`src/logic/btdp_pkg.sv`:
```
// Package for the branch timing and dual data pointer block.
// Assumes a single core clock and an 8-bit special function register bus.
package btdp_pkg;
    localparam logic [7:0] ADDR_PTR_A_LOW   = 8'h82;
    localparam logic [7:0] ADDR_PTR_A_HIGH  = 8'h83;
    localparam logic [7:0] ADDR_PTR_B_LOW   = 8'h84;
    localparam logic [7:0] ADDR_PTR_B_HIGH  = 8'h85;
    localparam logic [7:0] ADDR_PTR_CHOICE  = 8'h86;
    localparam logic [7:0] ADDR_CLOCK_CTRL  = 8'h8E;

    localparam logic [7:0] RST_PTR          = 8'h00;
    localparam logic       RST_CHOICE       = 1'b0;
    localparam logic [7:0] RST_CLOCK_CTRL   = 8'h01;
    localparam logic [7:0] CHOICE_FIXED     = 8'h00;

    localparam int         STRETCH_LSB      = 0;
    localparam int         TIMER0_FAST_BIT  = 3;
    localparam int         TIMER1_FAST_BIT  = 4;
    localparam int         TIMER2_FAST_BIT  = 5;

    localparam logic [1:0] CLKS_PER_CYCLE   = 2'h3;
    localparam logic [3:0] TIMER_SLOW_DIV   = 4'hB;
    localparam logic [3:0] TIMER_FAST_DIV   = 4'h3;
    localparam logic [3:0] MOVE_BASE_CYCLES = 4'h2;

    localparam logic [7:0] OP_NO_OP         = 8'h00;
    localparam logic [7:0] OP_RESERVED_NOP  = 8'hA5;
    localparam logic [7:0] OP_LONG_CALL     = 8'h12;
    localparam logic [7:0] OP_SHORT_JUMP    = 8'h80;
    localparam logic [7:0] OP_JUMP_BIT_SET  = 8'h20;
    localparam logic [7:0] OP_JUMP_INDIRECT = 8'h73;
    localparam logic [7:0] OP_JUMP_ZERO     = 8'h60;
    localparam logic [7:0] OP_JUMP_NONZERO  = 8'h70;
    localparam logic [7:0] OP_CMP_IMM       = 8'hB4;
    localparam logic [7:0] OP_CMP_DIRECT    = 8'hB5;
    localparam logic [7:0] OP_DEC_DIRECT    = 8'hD5;
    localparam logic [4:0] OP_ABS_CALL_LOW  = 5'h11;
    localparam logic [3:0] OP_CMP_IND_HI    = 4'hB;
    localparam logic [2:0] OP_CMP_IND_LOW   = 3'h3;
    localparam logic [4:0] OP_CMP_REG_HI    = 5'h17;
    localparam logic [4:0] OP_DEC_REG_HI    = 5'h1B;

    localparam logic [7:0] OP_MOVE_EXT_A    = 8'hE0;
    localparam logic [7:0] OP_MOVE_EXT_B    = 8'hF0;
    localparam logic [7:0] OP_PRODUCT       = 8'hA4;
    localparam logic [7:0] OP_QUOTIENT      = 8'h84;
    localparam logic [2:0] PRODUCT_CYCLES   = 3'h5;

    typedef enum logic [3:0] {
        BTDP_CLS_OTHER, BTDP_CLS_NO_OP, BTDP_CLS_ABS_CALL, BTDP_CLS_LONG_CALL,
        BTDP_CLS_SHORT_JUMP, BTDP_CLS_JUMP_BIT, BTDP_CLS_JUMP_INDIRECT,
        BTDP_CLS_JUMP_ACC, BTDP_CLS_COMPARE, BTDP_CLS_DEC_REG, BTDP_CLS_DEC_DIRECT,
        BTDP_CLS_EXT_MOVE, BTDP_CLS_PRODUCT
    } btdp_class_t;

    typedef struct packed {
        btdp_class_t cls;
        logic [1:0]  bytes;
        logic [3:0]  cycles;
        logic        uses_pointer;
    } btdp_decode_t;

    typedef struct packed {
        logic       wr;
        logic       rd;
        logic [7:0] addr;
        logic [7:0] wdata;
    } btdp_sfr_req_t;
endpackage

```
`src/logic/btdp_core.sv`:
```
// Decoder, instruction-cycle sequencer and dual data pointer registers.
// Assumes the core presents an opcode with a strobe and uses the SFR bus here.
`timescale 1ns/1ns
`default_nettype none
module btdp_core
    import btdp_pkg::*;
(
    input  wire logic          clk,
    input  wire logic          rstn,
    input  wire btdp_sfr_req_t sfr_req,
    output logic [7:0]         sfr_rdata,
    output logic               sfr_hit,
    input  wire logic          op_valid,
    input  wire logic [7:0]    op_code,
    output logic               op_ready,
    output btdp_decode_t       op_info,
    output logic               cycle_tick,
    output logic               instr_done,
    input  wire logic [7:0]    acc,
    output logic [15:0]        pointer_now,
    output logic [15:0]        jump_target,
    output logic               timer0_tick,
    output logic               timer1_tick,
    output logic               timer2_tick
);
    logic [7:0]   a_low_q, a_low_d, a_high_q, a_high_d;
    logic [7:0]   b_low_q, b_low_d, b_high_q, b_high_d;
    logic         choice_q, choice_d;
    logic [7:0]   clk_ctrl_q, clk_ctrl_d;
    logic [1:0]   phase_q, phase_d;
    logic [3:0]   left_q, left_d;
    logic         busy_q, busy_d;
    logic [3:0]   tdiv_q [3];
    logic [3:0]   tdiv_d [3];
    logic [2:0]   tick_q, tick_d;
    logic [15:0]  ptr_q, ptr_d;
    logic [15:0]  tgt_q, tgt_d;
    logic [7:0]   rdata_q, rdata_d;
    btdp_decode_t info_q, info_d, dec;
    logic         choice_wr;

    always_comb begin
        dec = '{cls: BTDP_CLS_OTHER, bytes: 2'h1, cycles: 4'h1, uses_pointer: 1'b0};
        if (op_code == OP_NO_OP || op_code == OP_RESERVED_NOP) begin
            dec = '{BTDP_CLS_NO_OP, 2'h1, 4'h1, 1'b0};
        end else if (op_code[4:0] == OP_ABS_CALL_LOW) begin
            dec = '{BTDP_CLS_ABS_CALL, 2'h2, 4'h3, 1'b0};
        end else if (op_code == OP_LONG_CALL) begin
            dec = '{BTDP_CLS_LONG_CALL, 2'h3, 4'h4, 1'b0};
        end else if (op_code == OP_SHORT_JUMP) begin
            dec = '{BTDP_CLS_SHORT_JUMP, 2'h2, 4'h3, 1'b0};
        end else if (op_code == OP_JUMP_BIT_SET) begin
            dec = '{BTDP_CLS_JUMP_BIT, 2'h3, 4'h4, 1'b0};
        end else if (op_code == OP_JUMP_INDIRECT) begin
            dec = '{BTDP_CLS_JUMP_INDIRECT, 2'h1, 4'h3, 1'b1};
        end else if (op_code == OP_JUMP_ZERO || op_code == OP_JUMP_NONZERO) begin
            dec = '{BTDP_CLS_JUMP_ACC, 2'h2, 4'h3, 1'b0};
        end else if (op_code == OP_CMP_IMM || op_code == OP_CMP_DIRECT
                     || (op_code[7:4] == OP_CMP_IND_HI && op_code[3:1] == OP_CMP_IND_LOW)
                     || op_code[7:3] == OP_CMP_REG_HI) begin
            dec = '{BTDP_CLS_COMPARE, 2'h3, 4'h4, 1'b0};
        end else if (op_code[7:3] == OP_DEC_REG_HI) begin
            dec = '{BTDP_CLS_DEC_REG, 2'h2, 4'h3, 1'b0};
        end else if (op_code == OP_DEC_DIRECT) begin
            dec = '{BTDP_CLS_DEC_DIRECT, 2'h3, 4'h4, 1'b0};
        end else if (op_code == OP_MOVE_EXT_A || op_code == OP_MOVE_EXT_B) begin
            // The stretch field widens the move up to nine cycles.
            dec = '{BTDP_CLS_EXT_MOVE, 2'h1,
                    4'(MOVE_BASE_CYCLES + {1'b0, clk_ctrl_q[STRETCH_LSB +: 3]}), 1'b1};
        end else if (op_code == OP_PRODUCT || op_code == OP_QUOTIENT) begin
            dec = '{BTDP_CLS_PRODUCT, 2'h1, {1'b0, PRODUCT_CYCLES}, 1'b0};
        end
    end

    assign op_ready   = !busy_q;
    assign cycle_tick = (phase_q == CLKS_PER_CYCLE);
    assign choice_wr  = sfr_req.wr && sfr_req.addr == ADDR_PTR_CHOICE;

    // Sequencer: a new opcode is taken on any clock while idle and restarts the cycle phase.
    always_comb begin
        phase_d = phase_q + 2'h1;
        busy_d  = busy_q;
        left_d  = left_q;
        info_d  = info_q;
        tgt_d   = tgt_q;
        instr_done = 1'b0;
        if (busy_q && cycle_tick) begin
            left_d = left_q - 4'h1;
            if (left_q == 4'h1) begin
                busy_d     = 1'b0;
                instr_done = 1'b1;
            end
        end else if (!busy_q && op_valid) begin
            busy_d = 1'b1;
            left_d = dec.cycles;
            info_d = dec;
            phase_d = 2'h0;
            tgt_d  = ptr_q + {8'h00, acc};
        end
    end

    // Pointer select feeds both pointer consumers; readback of other bits is fixed.
    always_comb begin
        a_low_d    = a_low_q;
        a_high_d   = a_high_q;
        b_low_d    = b_low_q;
        b_high_d   = b_high_q;
        choice_d   = choice_q;
        clk_ctrl_d = clk_ctrl_q;
        if (sfr_req.wr) begin
            case (sfr_req.addr)
                ADDR_PTR_A_LOW:  a_low_d  = sfr_req.wdata;
                ADDR_PTR_A_HIGH: a_high_d = sfr_req.wdata;
                ADDR_PTR_B_LOW:  b_low_d  = sfr_req.wdata;
                ADDR_PTR_B_HIGH: b_high_d = sfr_req.wdata;
                ADDR_CLOCK_CTRL: clk_ctrl_d = sfr_req.wdata;
                default: ;
            endcase
        end
        if (choice_wr) begin
            choice_d = sfr_req.wdata[0];
        end
        ptr_d = choice_d ? {b_high_d, b_low_d} : {a_high_d, a_low_d};
        sfr_hit = 1'b1;
        case (sfr_req.addr)
            ADDR_PTR_A_LOW:  rdata_d = a_low_q;
            ADDR_PTR_A_HIGH: rdata_d = a_high_q;
            ADDR_PTR_B_LOW:  rdata_d = b_low_q;
            ADDR_PTR_B_HIGH: rdata_d = b_high_q;
            ADDR_PTR_CHOICE: rdata_d = {CHOICE_FIXED[7:1], choice_q};
            ADDR_CLOCK_CTRL: rdata_d = clk_ctrl_q;
            default: begin
                rdata_d = 8'h00;
                sfr_hit = 1'b0;
            end
        endcase
        if (!sfr_req.rd) begin
            rdata_d = rdata_q;
        end
    end

    // Each timer prescaler counts twelve clocks, or four when its fast bit is set.
    always_comb begin
        for (int i = 0; i < 3; i++) begin
            tdiv_d[i] = tdiv_q[i] - 4'h1;
            tick_d[i] = 1'b0;
            if (tdiv_q[i] == 4'h0) begin
                tick_d[i] = 1'b1;
                tdiv_d[i] = clk_ctrl_q[TIMER0_FAST_BIT + i] ? TIMER_FAST_DIV : TIMER_SLOW_DIV;
            end
        end
    end

    always_ff @(posedge clk) begin
        if (!rstn) begin
            a_low_q    <= RST_PTR;
            a_high_q   <= RST_PTR;
            b_low_q    <= RST_PTR;
            b_high_q   <= RST_PTR;
            choice_q   <= RST_CHOICE;
            clk_ctrl_q <= RST_CLOCK_CTRL;
            phase_q    <= 2'h0;
            left_q     <= 4'h0;
            busy_q     <= 1'b0;
            info_q     <= '{BTDP_CLS_OTHER, 2'h0, 4'h0, 1'b0};
            ptr_q      <= 16'h0000;
            tgt_q      <= 16'h0000;
            rdata_q    <= 8'h00;
            tick_q     <= 3'h0;
            for (int i = 0; i < 3; i++) begin
                tdiv_q[i] <= TIMER_SLOW_DIV;
            end
        end else begin
            a_low_q    <= a_low_d;
            a_high_q   <= a_high_d;
            b_low_q    <= b_low_d;
            b_high_q   <= b_high_d;
            choice_q   <= choice_d;
            clk_ctrl_q <= clk_ctrl_d;
            phase_q    <= phase_d;
            left_q     <= left_d;
            busy_q     <= busy_d;
            info_q     <= info_d;
            ptr_q      <= ptr_d;
            tgt_q      <= tgt_d;
            rdata_q    <= rdata_d;
            tick_q     <= tick_d;
            tdiv_q     <= tdiv_d;
        end
    end

    assign sfr_rdata   = rdata_q;
    assign op_info     = info_q;
    assign pointer_now = ptr_q;
    assign jump_target = tgt_q;
    assign timer0_tick = tick_q[0];
    assign timer1_tick = tick_q[1];
    assign timer2_tick = tick_q[2];
endmodule
`default_nettype wire

```
`config.mk`:
```
export PLATFORM = sky130hd
export DESIGN_NAME = btdp_core
export DESIGN_NICKNAME = d
export VERILOG_FILES = /design/src/logic/btdp_pkg.sv /design/src/logic/btdp_core.sv
export SDC_FILE = /design/constraint.sdc
export NUM_CORES = 1
export LEC_CHECK = 0
export ABC_AREA = 1
export ABC_CLOCK_PERIOD_IN_PS = 3580
export BUFFER_PORTS_ARGS = -buffer_cell sky130_fd_sc_hd__buf_4
export CORE_ASPECT_RATIO = 0.7
export CORE_MARGIN = 8
export CORE_UTILIZATION = 40
export DETAILED_ROUTE_END_ITERATION = 6
export PLACE_DENSITY = 0.59
export SLEW_MARGIN = 10
export SYNTH_ARGS = -nofsm -noshare
export SYNTH_HDL_FRONTEND = slang
export SYNTH_SLANG_ARGS = --single-unit
export TNS_END_PERCENT = 20
```
`constraint.sdc`:
```
create_clock -name clk -period 3.58 [get_ports clk]
set_input_delay 0.716 -clock clk [delete_from_list [all_inputs] [get_ports clk]]
set_output_delay 0.716 -clock clk [all_outputs]
set_load 0.005 [all_outputs]
```
; Word level (Yosys, flattened, before mapping)
; Index checks and enable logic that the tools add are counted.
[totals]
output_inout_bits = 58
wordCells = 119
regBits = 114
in_bits = 37
[op_classes]
n_reduce_logical = 21
n_addsub = 7
n_mux = 42
n_bitwise = 1
eq_ne = 28
[op_table]
columns = operator, count
row1 = 11-bit two-way mux, 12
row2 = "8-bit equality test, second input constant", 15
row3 = 8-bit two-way mux, 8
row4 = 8-bit case mux with 6 select lines, 1
row5 = 4-bit two-way mux, 8
row6 = "8-bit by 7-bit equality test with 1-bit output, second input constant", 3
row7 = 16-bit by 8-bit adder with 16-bit output, 1
row8 = 16-bit two-way mux, 1
row9 = "4-bit by 1-bit subtractor with 4-bit output, second input constant", 4
row10 = "5-bit equality test, second input constant", 3
row11 = 4-bit logical NOT, 3
row12 = 1-bit two-way mux, 10
row13 = "8-bit by 5-bit equality test with 1-bit output, second input constant", 1
row14 = "8-bit by 6-bit equality test with 1-bit output, second input constant", 1
row15 = 8-bit logical NOT, 1
row16 = 1-bit logical OR, 7
row17 = 2-bit AND reduction, 3
row18 = 6-bit OR reduction, 1
row19 = "2-bit by 3-bit adder with 4-bit output, first input constant", 1
row20 = "4-bit by 1-bit equality test with 1-bit output, second input constant", 1
row21 = "4-bit equality test, second input constant", 1
row22 = 1-bit logical AND, 4
row23 = 2-bit two-way mux, 2
row24 = "3-bit by 2-bit equality test with 1-bit output, second input constant", 1
row25 = other kinds (6), 6

; Logic depth before layout (Yosys ltp)
; Gate-level depths: netlist of run 1.
[depth]
ltp_word = 16
depth_mapped = 12
ltp_nobuf = 12

; Worst setup path before layout of run 1
; Ideal clock, no wire load.
[synth_path]
kind = in2reg
startpoint = input acc[0]
endpoint = register tgt_q[14] (netlist: jump_target[14])
t_required_ps = 3471
setup_slack_ps = 1370
cell_stages = 11
t_arrival_ps = 2101
setup_ps = 109
n_path_buf = 0
cell_sequence = ha_1 inv_1 fa_1 o21ai_0 nand2_1 nand2_1 nand2_1 nand3_1 nand3_1 nand2_1 inv_1
[synth_between]
elab_chain_len = 1
[synth_rtl]
columns = item, line_no
row1 = start: declaration, btdp_core.sv:19  ; input wire logic [7:0] acc,
row2 = 16-bit by 8-bit adder with 16-bit output, btdp_core.sv:98  ; tgt_d = ptr_q + {8'h00, acc};
row3 = end signal: assignment, btdp_core.sv:185  ; tgt_q <= tgt_d;
row4 = end: declaration, btdp_core.sv:37  ; logic [15:0] tgt_q, tgt_d;
; No other way between the ends.
; A chain may end at the register's enable or synchronous reset.

; Worst setup path in the final report of run 1
[layout_path]
startpoint = input sfr_req[11] (netlist name)
endpoint = output sfr_hit
[layout_between]
elab_chain_len = 3
elab_cells_between_ends = 8
classes_between = eq/ne: 6 / mux: 1 / reduce/logical: 1
[layout_rtl]
columns = item, line_no
row1 = start: declaration, btdp_core.sv:10  ; input wire btdp_sfr_req_t sfr_req,
row2 = 8-bit equality test, btdp_core.sv:125  ; case (sfr_req.addr)
row3 = 6-bit OR reduction (no line) (*), n/a
row4 = 1-bit two-way mux (*), btdp_core.sv:125
row5 = end: declaration, btdp_core.sv:12  ; output logic sfr_hit,
; Every way passes the cells marked *; elsewhere a longest branch is shown, timed or not.

==> results of run 1 <==
-- placed cells by master, fill, tap and decap left out, types with 5 or more instances in the layout --
master | Yosys | layout
o21ai_2 | 10 | 10
nand2_1 | 205 | 205
o21ai_0 | 48 | 48
xnor2_1 | 5 | 5
a21boi_1 | 7 | 7
buf_4 | 3 | 98
nand4_1 | 13 | 13
nor3_1 | 17 | 17
clkbuf_16 | 0 | 17
ha_1 | 15 | 15
nor2_1 | 66 | 66
dfxtp_1 | 114 | 114
a21oi_1 | 36 | 36
nand3_1 | 90 | 90
inv_6 | 0 | 7
inv_1 | 124 | 124
-- worst max path at each step --
stage	end	cells past startpoint	slack [ps]	startpoint
2_1_floorplan	jump_target[14]$_SDFFE_PN0P_	11	1370	acc[0]
3_3_place_gp	jump_target[14]$_SDFFE_PN0P_	12	1030	acc[0]
3_5_place_dp	jump_target[14]$_SDFFE_PN0P_	12	1010	acc[0]
4_1_cts	sfr_hit	7	1100	sfr_req[11]
5_1_grt	sfr_hit	7	990	sfr_req[10]
6_report	sfr_hit	7	1100	sfr_req[11]
-- sequential cells by signal (all words and copies together) (netlist names) --
register and count:
tick_q 3, jump_target 16, a_high_q 8, pointer_now 16
clk_ctrl_q 8, op_info 11, busy_q 1, choice_q 1
sfr_rdata 8, a_low_q 8, phase_q 2, b_low_q 8
tdiv_q 12, b_high_q 8, left_q 4
-- area by class of cell --
class	instances	share of cell area [%]
clock buffers	17	5.954
clock inverters	15	1.699
inverters	125	6.585
multi-input cells	559	40.19
flip-flops and latches	114	31.94
well taps	190	3.327
repair buffers	98	10.30
-- power groups by stage --
| stage | clock network (mW) | logic [mW] | registers (mW) |
|---|---|---|---|
| floorplan | 0 | 0.133 | 1.35 |
| global placement | 0 | 0.242 | 1.35 |
| detailed placement | 0 | 0.242 | 1.35 |
| CTS | 1.60 | 0.243 | 1.32 |
| global route | 1.66 | 0.271 | 1.32 |
| finish | 1.57 | 0.241 | 1.32 |
-- kinds of logic (layout without fill, tap and decap cells) --
logic type               after synthesis  after routing
flip-flops                           114            114
buffers and inverters                148            255
adder cells (fa/ha/maj)               16             16
XOR/XNOR                               9              9
AO/OA/AOI/OAI                        117            117
AND/OR/NAND/NOR                      417            417
-- worst reg2reg max path, delay by kind of cell, from the launching register on --
family          cells  cell delay [ps]
compound gates      1              500
fa+ha+maj           2              630
buf+inv             2              100
flops               1              400
simple gates        6              520
-- metal layers --
layer  GRT usage [%]  part of all wire (%)  vias up
met2           26.90                    42      164
met5               0                     0        -
met3           4.648                   6.4        7
met4           3.569                  0.50        0
li1                -                     -     2851
met1           24.76                    51     2473
-- through the flow --
stage                     instances  power [mW]  util [%]  hold WS, ps
final                          1118       3.132     51.16        389.3
after global routing           1118       3.250     51.16        405.2
after CTS                      1118       3.161     51.16        392.6
after detailed placement       1086       1.590     47.25        377.0
after global placement         1086       1.589     47.25        373.8
after floorplan                 821       1.479         -        365.4
==> metrics.txt, run 1 <==
# TYPE chip_impl_metric gauge
chip_impl_info{name="min_delay_path_class",value="reg2reg"} 1
chip_impl_metric{name="first_global_vias",unit=""} 5162
chip_impl_metric{name="antenna_cells",unit=""} 0
chip_impl_metric{name="grt_overflow",unit=""} 0
chip_impl_metric{name="clock_skew",unit="ps"} 13.73
chip_impl_metric{name="layout.filler_cells",unit=""} 1401
chip_impl_metric{name="power.share.sequential",unit="%"} 42.2
chip_impl_metric{name="drt_pre_antenna_iters",unit=""} 5
chip_impl_metric{name="seq_area_frac_synth",unit="%"} 39.71
chip_impl_metric{name="finalInstanceArea",unit="um2"} 7144
chip_impl_metric{name="synth-xor-area-share",unit="%"} 1.372
chip_impl_info{name="worst_r2r_endpoint",value="jump_target[14]$_SDFFE_PN0P_"} 1
chip_impl_info{name="cp_endpoint_kind",value="output port"} 1
chip_impl_metric{name="area.sequential",unit="um2"} 2282
chip_impl_info{name="rsz0062_at_grt",value="false"} 1
chip_impl_metric{name="synth_enable_flop_cells",unit=""} 0
chip_impl_metric{name="tritoncts_sink_count",unit=""} 114
chip_impl_metric{name="placement.io_buffers",unit=""} 94
chip_impl_info{name="clock_tree_from_tritoncts",value="done"} 1
chip_impl_metric{name="tightestPinTransition",unit="ps"} 760.2
chip_impl_metric{name="yosys_register_bits",unit=""} 114
chip_impl_metric{name="worstPathRequired",unit="ps"} 2860
chip_impl_info{name="cts_root_buf",value="clkbuf_16"} 1
chip_impl_metric{name="fmax",unit="GHz"} 0.4029
chip_impl_metric{name="clock_latency_on_the_worst_skew_pair",unit="ps"} 420
chip_impl_metric{name="syn-cell-area",unit="um2"} 5747
chip_impl_info{name="combinational_family_with_the_most_area_after_synthesis",value="simple AND/OR/NAND/NOR gates"} 1
chip_impl_metric{name="power.net_switching",unit="mW"} 0.8315
chip_impl_metric{name="finalHoldViolations",unit=""} 0
chip_impl_metric{name="setup_tns",unit="ps"} 0
chip_impl_info{name="hold-path-endpoint",value="tdiv_q[0]$_SDFF_PP1_"} 1
chip_impl_metric{name="synth_fa_ha_area_share",unit="%"} 3.614
chip_impl_metric{name="core-area",unit="um2"} 13960
chip_impl_metric{name="die_height",unit="um"} 116.3
chip_impl_metric{name="top_level_ports",unit=""} 95
chip_impl_metric{name="drt_initial_violations",unit=""} 409
chip_impl_metric{name="postSynthCellCount",unit=""} 821
chip_impl_metric{name="postSynthAreaPerCell",unit="um2"} 7.000
chip_impl_metric{name="cts_max_path_buffers",unit=""} 2
chip_impl_metric{name="dp_slack",unit="ps"} 1006
chip_impl_metric{name="reg2reg_setup_slack",unit="ps"} 1350
chip_impl_metric{name="horizontal_die_dimension",unit="um"} 159.3
chip_impl_metric{name="grt.total_usage",unit="%"} 17.65
chip_impl_metric{name="grt_antenna_before_repair",unit=""} 0
chip_impl_metric{name="ir_drop",unit="mV"} 0.3222
chip_impl_metric{name="drv_cap",unit=""} 0
chip_impl_metric{name="synth_mux_area_share",unit="%"} 0
chip_impl_metric{name="postLayoutSetupSlackWorst",unit="ps"} 1098
chip_impl_metric{name="clock_pin_transition_on_the_worst_setup_and_hold_timing_paths",unit="ps"} 60
chip_impl_metric{name="grt_pass1_wl",unit="um"} 26370
chip_impl_metric{name="yosysUniqueCellTypes",unit=""} 44
chip_impl_metric{name="async_set_reset_flop_share_out_of_synthesis",unit="%"} 0
chip_impl_metric{name="nNetsFinal",unit=""} 968
chip_impl_metric{name="placement_rows",unit=""} 36
chip_impl_metric{name="half_perimeter_wire_length_of_the_detailed_placement_result",unit="um"} 11940
chip_impl_metric{name="dr_total_vias",unit=""} 5495
chip_impl_metric{name="wirelength",unit="um"} 16460
chip_impl_metric{name="die_area",unit="um2"} 18520
chip_impl_info{name="status",value="finished clean"} 1
chip_impl_metric{name="flow.area_growth_from_synthesis",unit="%"} 24.32
chip_impl_metric{name="cts_htree_levels",unit=""} 4
chip_impl_metric{name="reg2regPathDepth",unit=""} 11
chip_impl_metric{name="syn_nets",unit=""} 874
chip_impl_info{name="worst_r2r_startpoint",value="pointer_now[0]$_SDFF_PN0_"} 1
chip_impl_metric{name="power_per_cell_area",unit="nW/um2"} 438.4
chip_impl_metric{name="rd_place_congestion",unit=""} 0.8792
chip_impl_metric{name="instance_count_along_the_most_critical_hold_path",unit=""} 1
chip_impl_info{name="worstPathCellList",value="buf_4 -> nor2_1 -> inv_1 -> nor2_1 -> nand2_1 -> nand3_1 -> buf_4"} 1
chip_impl_metric{name="cts_hold_buffers",unit=""} 0
chip_impl_metric{name="critical_path.n_buffers_inverters",unit=""} 3
chip_impl_metric{name="ant_nets",unit=""} 0
chip_impl_info{name="synth_area_leaders",value="dfxtp_1 40%, nand2_1 13%, inv_1 8.1%"} 1
chip_impl_info{name="post-synth-top-count-cell",value="nand2_1"} 1
chip_impl_metric{name="cts_resized",unit=""} 0
chip_impl_metric{name="wire_per_inst",unit="um"} 14.72
chip_impl_metric{name="synth_area_in_simple_gates",unit="%"} 33.03
chip_impl_info{name="critical_path.startpoint_type",value="input port"} 1
chip_impl_info{name="worst_path_max_delay_cell",value="nand2_1"} 1
chip_impl_metric{name="multi_input_gate_area_in_the_final_layout",unit="um2"} 2872
chip_impl_metric{name="finalCriticalPeriod",unit="ps"} 2482
chip_impl_metric{name="routed_via_density",unit=""} 4.915
chip_impl_metric{name="slew_headroom",unit="%"} 49.27
chip_impl_info{name="post_synth_top_flop",value="dfxtp_1"} 1
chip_impl_metric{name="synth_top_cell_area_share",unit="%"} 39.71
chip_impl_info{name="worstHoldStart",value="tdiv_q[0]$_SDFF_PP1_"} 1
chip_impl_metric{name="drc_errors",unit=""} 0
chip_impl_metric{name="pwr-share-clk",unit="%"} 50.2
chip_impl_metric{name="setup_violations",unit=""} 0
chip_impl_info{name="timing.critical_path.max_delay_family",value="simple AND/OR/NAND/NOR gates"} 1
chip_impl_metric{name="drive_above_1_share",unit="%"} 17.78
chip_impl_metric{name="max_stage_delay",unit="ps"} 260
chip_impl_metric{name="comb_power_share",unit="%"} 7.7
chip_impl_metric{name="grt_start_max_net_pins",unit=""} 43
chip_impl_metric{name="yosys_warnings",unit=""} 0
chip_impl_metric{name="cts_made_buffers",unit=""} 17
chip_impl_metric{name="synth_area_in_compound_gates",unit="%"} 11.95
chip_impl_metric{name="layout_worst_path_cycle_share",unit="%"} 69.33
chip_impl_metric{name="p_int",unit="mW"} 2.300
chip_impl_info{name="post_synth_most_frequent_cells",value="205 x nand2_1, 124 x inv_1, 114 x dfxtp_1"} 1
chip_impl_metric{name="critPathArrivalTime",unit="ps"} 1770
chip_impl_metric{name="p_sw_share",unit="%"} 26.55
chip_impl_info{name="post-synth-top-area-cell",value="dfxtp_1"} 1
chip_impl_metric{name="report.final.slew_viol_count",unit=""} 0
chip_impl_metric{name="postPlaceCellArea",unit="um2"} 6598
chip_impl_metric{name="floorplan.initialDensity",unit="%"} 41.16
chip_impl_metric{name="total_leakage_power",unit="nW"} 3.680
chip_impl_info{name="worst-setup-path-type",value="in2out"} 1
chip_impl_metric{name="crit_path_max_fanout",unit=""} 9
chip_impl_metric{name="postCtsSetupBuffers",unit=""} 0
Note: power is estimated with default switching activity, not from simulation.
==> run 2, diff against run 1 <==
--- a/config.mk
+++ b/config.mk
@@ -6,7 +6,7 @@
 export NUM_CORES = 1
 export LEC_CHECK = 0
 export ABC_AREA = 1
-export ABC_CLOCK_PERIOD_IN_PS = 3580
+export ABC_CLOCK_PERIOD_IN_PS = 2500
 export BUFFER_PORTS_ARGS = -buffer_cell sky130_fd_sc_hd__buf_4
 export CORE_ASPECT_RATIO = 0.7
 export CORE_MARGIN = 8
==> constraint.sdc (replaced) <==
create_clock -name clk -period 2.5 [get_ports clk]
set_input_delay 0.5 -clock clk [delete_from_list [all_inputs] [get_ports clk]]
set_output_delay 0.5 -clock clk [all_outputs]
set_load 0.005 [all_outputs]
==> run 2 against run 1 <==
  * Register-to-register slack got worse by 870 ps
  * Power rose by 47%
  * Global-route usage fell by 0.18 points
  * Die area did not move
  * Non-clock buffer count rose by 7
  * Critical path type unchanged
  * Largest power group unchanged
  * Highest routed layer unchanged
==> metrics.txt, run 2 (same netlist as run 1, synthesis figures left out) <==
# TYPE chip_impl_metric gauge
chip_impl_metric{name="finalInstanceArea",unit="um2"} 7223
chip_impl_metric{name="finalCriticalPeriod",unit="ps"} 2055
chip_impl_metric{name="setup_tns",unit="ps"} 0
chip_impl_info{name="most-common-layout-cells",value="205 x nand2_1, 124 x inv_1, 114 x dfxtp_1"} 1
chip_impl_metric{name="die_area",unit="um2"} 18520
chip_impl_metric{name="cts_made_buffers",unit=""} 17
chip_impl_metric{name="grt_overflow",unit=""} 0
chip_impl_metric{name="tightestPinTransition",unit="ps"} 456.3
chip_impl_info{name="worstPathCellList",value="buf_4 -> inv_1 -> nand3_2 -> clkinv_2 -> nand3b_1 -> inv_1 -> a21oi_1 -> nand3_1 -> buf_4"} 1
chip_impl_info{name="min_delay_path_class",value="in2reg"} 1
chip_impl_metric{name="layout_worst_path_cycle_share",unit="%"} 82.18
chip_impl_metric{name="wirelength",unit="um"} 16110
chip_impl_metric{name="drc_errors",unit=""} 0
chip_impl_metric{name="totalPowerFinal",unit="mW"} 4.589
chip_impl_metric{name="clock_skew",unit="ps"} 19.00
chip_impl_metric{name="critPathArrivalTime",unit="ps"} 1550
chip_impl_metric{name="horizontal_die_dimension",unit="um"} 159.3
chip_impl_metric{name="grt.total_usage",unit="%"} 17.48
chip_impl_metric{name="half_perimeter_wire_length_of_the_detailed_placement_result",unit="um"} 12100
chip_impl_metric{name="report.final.slew_viol_count",unit=""} 0
chip_impl_metric{name="finalHoldViolations",unit=""} 0
chip_impl_metric{name="placement_rows",unit=""} 36
chip_impl_info{name="mostFrequentLayoutCell",value="nand2_1"} 1
chip_impl_metric{name="drt_initial_violations",unit=""} 386
chip_impl_metric{name="postPlaceCellArea",unit="um2"} 6650
chip_impl_info{name="clock_tree_from_tritoncts",value="done"} 1
chip_impl_metric{name="clock_pin_transition_on_the_worst_setup_and_hold_timing_paths",unit="ps"} 60
chip_impl_metric{name="grt_antenna_before_repair",unit=""} 0
chip_impl_metric{name="grt_pass1_wl",unit="um"} 25960
chip_impl_metric{name="grt_start_max_net_pins",unit=""} 39
chip_impl_metric{name="area.sequential",unit="um2"} 2282
chip_impl_metric{name="worstPathRequired",unit="ps"} 2000
chip_impl_metric{name="power_per_cell_area",unit="nW/um2"} 635.3
chip_impl_metric{name="top_level_ports",unit=""} 95
chip_impl_metric{name="cts_resized",unit=""} 0
chip_impl_metric{name="slew_headroom",unit="%"} 69.46
chip_impl_metric{name="setup_violations",unit=""} 0
chip_impl_info{name="worst_path_max_delay_cell",value="nand3b_1"} 1
chip_impl_metric{name="postCtsSetupBuffers",unit=""} 0
chip_impl_metric{name="ir_drop",unit="mV"} 0.4467
chip_impl_info{name="worst_r2r_startpoint",value="pointer_now[0]$_SDFF_PN0_"} 1
chip_impl_info{name="cts_root_buf",value="clkbuf_16"} 1
chip_impl_metric{name="cts_hold_buffers",unit=""} 0
chip_impl_metric{name="placement.io_buffers",unit=""} 94
chip_impl_metric{name="clock_latency_on_the_worst_skew_pair",unit="ps"} 420
chip_impl_info{name="critical_path.startpoint_type",value="input port"} 1
chip_impl_metric{name="reg2reg_setup_slack",unit="ps"} 480
chip_impl_metric{name="total_leakage_power",unit="nW"} 3.730
chip_impl_metric{name="drv_cap",unit=""} 0
chip_impl_metric{name="fmax",unit="GHz"} 0.4867
chip_impl_metric{name="rd_place_congestion",unit=""} 0.8739
chip_impl_metric{name="first_global_vias",unit=""} 5090
chip_impl_metric{name="cts_max_path_buffers",unit=""} 2
chip_impl_info{name="hold-path-endpoint",value="b_low_q[6]$_SDFF_PN0_"} 1
chip_impl_metric{name="tritoncts_sink_count",unit=""} 114
chip_impl_metric{name="instance_count_along_the_most_critical_hold_path",unit=""} 3
chip_impl_metric{name="wire_per_inst",unit="um"} 14.32
chip_impl_metric{name="ant_nets",unit=""} 0
chip_impl_info{name="timing.critical_path.from",value="sfr_req[14]"} 1
chip_impl_metric{name="floorplan.initialDensity",unit="%"} 41.16
chip_impl_metric{name="routed_via_density",unit=""} 4.861
chip_impl_info{name="worst_r2r_endpoint",value="jump_target[14]$_SDFFE_PN0P_"} 1
chip_impl_metric{name="dr_total_vias",unit=""} 5469
chip_impl_metric{name="die_height",unit="um"} 116.3
chip_impl_metric{name="crit_path_max_fanout",unit=""} 11
chip_impl_info{name="worstHoldStart",value="sfr_req[6]"} 1
chip_impl_metric{name="antenna_cells",unit=""} 0
chip_impl_info{name="status",value="finished clean"} 1
chip_impl_metric{name="cts_htree_levels",unit=""} 4
chip_impl_metric{name="drt_pre_antenna_iters",unit=""} 5
chip_impl_metric{name="flow.area_growth_from_synthesis",unit="%"} 25.69
chip_impl_info{name="cp_endpoint_kind",value="output port"} 1
chip_impl_metric{name="core-area",unit="um2"} 13960
chip_impl_metric{name="drive_above_1_share",unit="%"} 18.40
chip_impl_info{name="worst-setup-path-type",value="in2out"} 1
chip_impl_metric{name="layout.filler_cells",unit=""} 1400
chip_impl_metric{name="nNetsFinal",unit=""} 975
chip_impl_info{name="rsz0062_at_grt",value="false"} 1
chip_impl_metric{name="multi_input_gate_area_in_the_final_layout",unit="um2"} 2872
chip_impl_metric{name="whs",unit="ps"} 339.6
chip_impl_metric{name="reg2regPathDepth",unit=""} 12
chip_impl_metric{name="max_stage_delay",unit="ps"} 210
==> run 2: cell count changes in the layout (fill, tap and decap cells not counted), sizes merged <==
| cell | previous run | this run |
|---|---|---|
| inv | 132 | 131 |
| clkinvlp | 4 | 3 |
| buf | 98 | 105 |
| bufinv | 0 | 1 |
| clkinv | 4 | 5 |
==> run 2: layout make-up <==
cell class,instances,share of cell area (%)
clock buffer,17,5.889
inverter,125,6.513
timing repair buffer,105,10.91
sequential,114,31.60
clock inverter,15,2.044
multi-input combinational,559,39.75
tap,190,3.291
==> run 2: worst max-delay path by stage <==
| stage | slack, ps | end |
|---|---|---|
| after floorplan | 510 | jump_target[14]$_SDFFE_PN0P_ |
| after global placement | 340 | jump_target[14]$_SDFFE_PN0P_ |
| after detailed placement | 340 | jump_target[14]$_SDFFE_PN0P_ |
| after CTS | 440 | sfr_hit |
| after global routing | 240 | jump_target[14]$_SDFFE_PN0P_ |
| final | 450 | sfr_hit |
==> run 2: power by group <==
part           internal [mW]  switching (mW)
registers               1.87          0.0253
logic                  0.142           0.203
clock network           1.39           0.962
==> run 2: stage by stage <==
stage          util (%)  instances  setup slack, ps
4_1_cts           51.73       1125            440.7
2_1_floorplan         -        821            506.0
3_5_place_dp      47.63       1093            343.6
6_report          51.73       1125            445.4
5_1_grt           51.73       1125            239.7
3_3_place_gp      47.63       1093            339.6
==> run 2: worst max-delay path, delay by kind of cell <==
kind | cells | cell delay (ps)
buf+inv | 5 | 520
simple gates | 3 | 410
compound gates | 1 | 110
==> run 2: per-layer routing <==
| layer | global-route usage, % | part of all wire [%] | vias to the layer above |
|---|---|---|---|
| li1 | - | - | 2849 |
| met1 | 24.98 | 51 | 2430 |
| met2 | 24.89 | 41 | 182 |
| met3 | 5.599 | 7.3 | 8 |
| met4 | 4.195 | 0.54 | 0 |
| met5 | 0 | 0 | - |
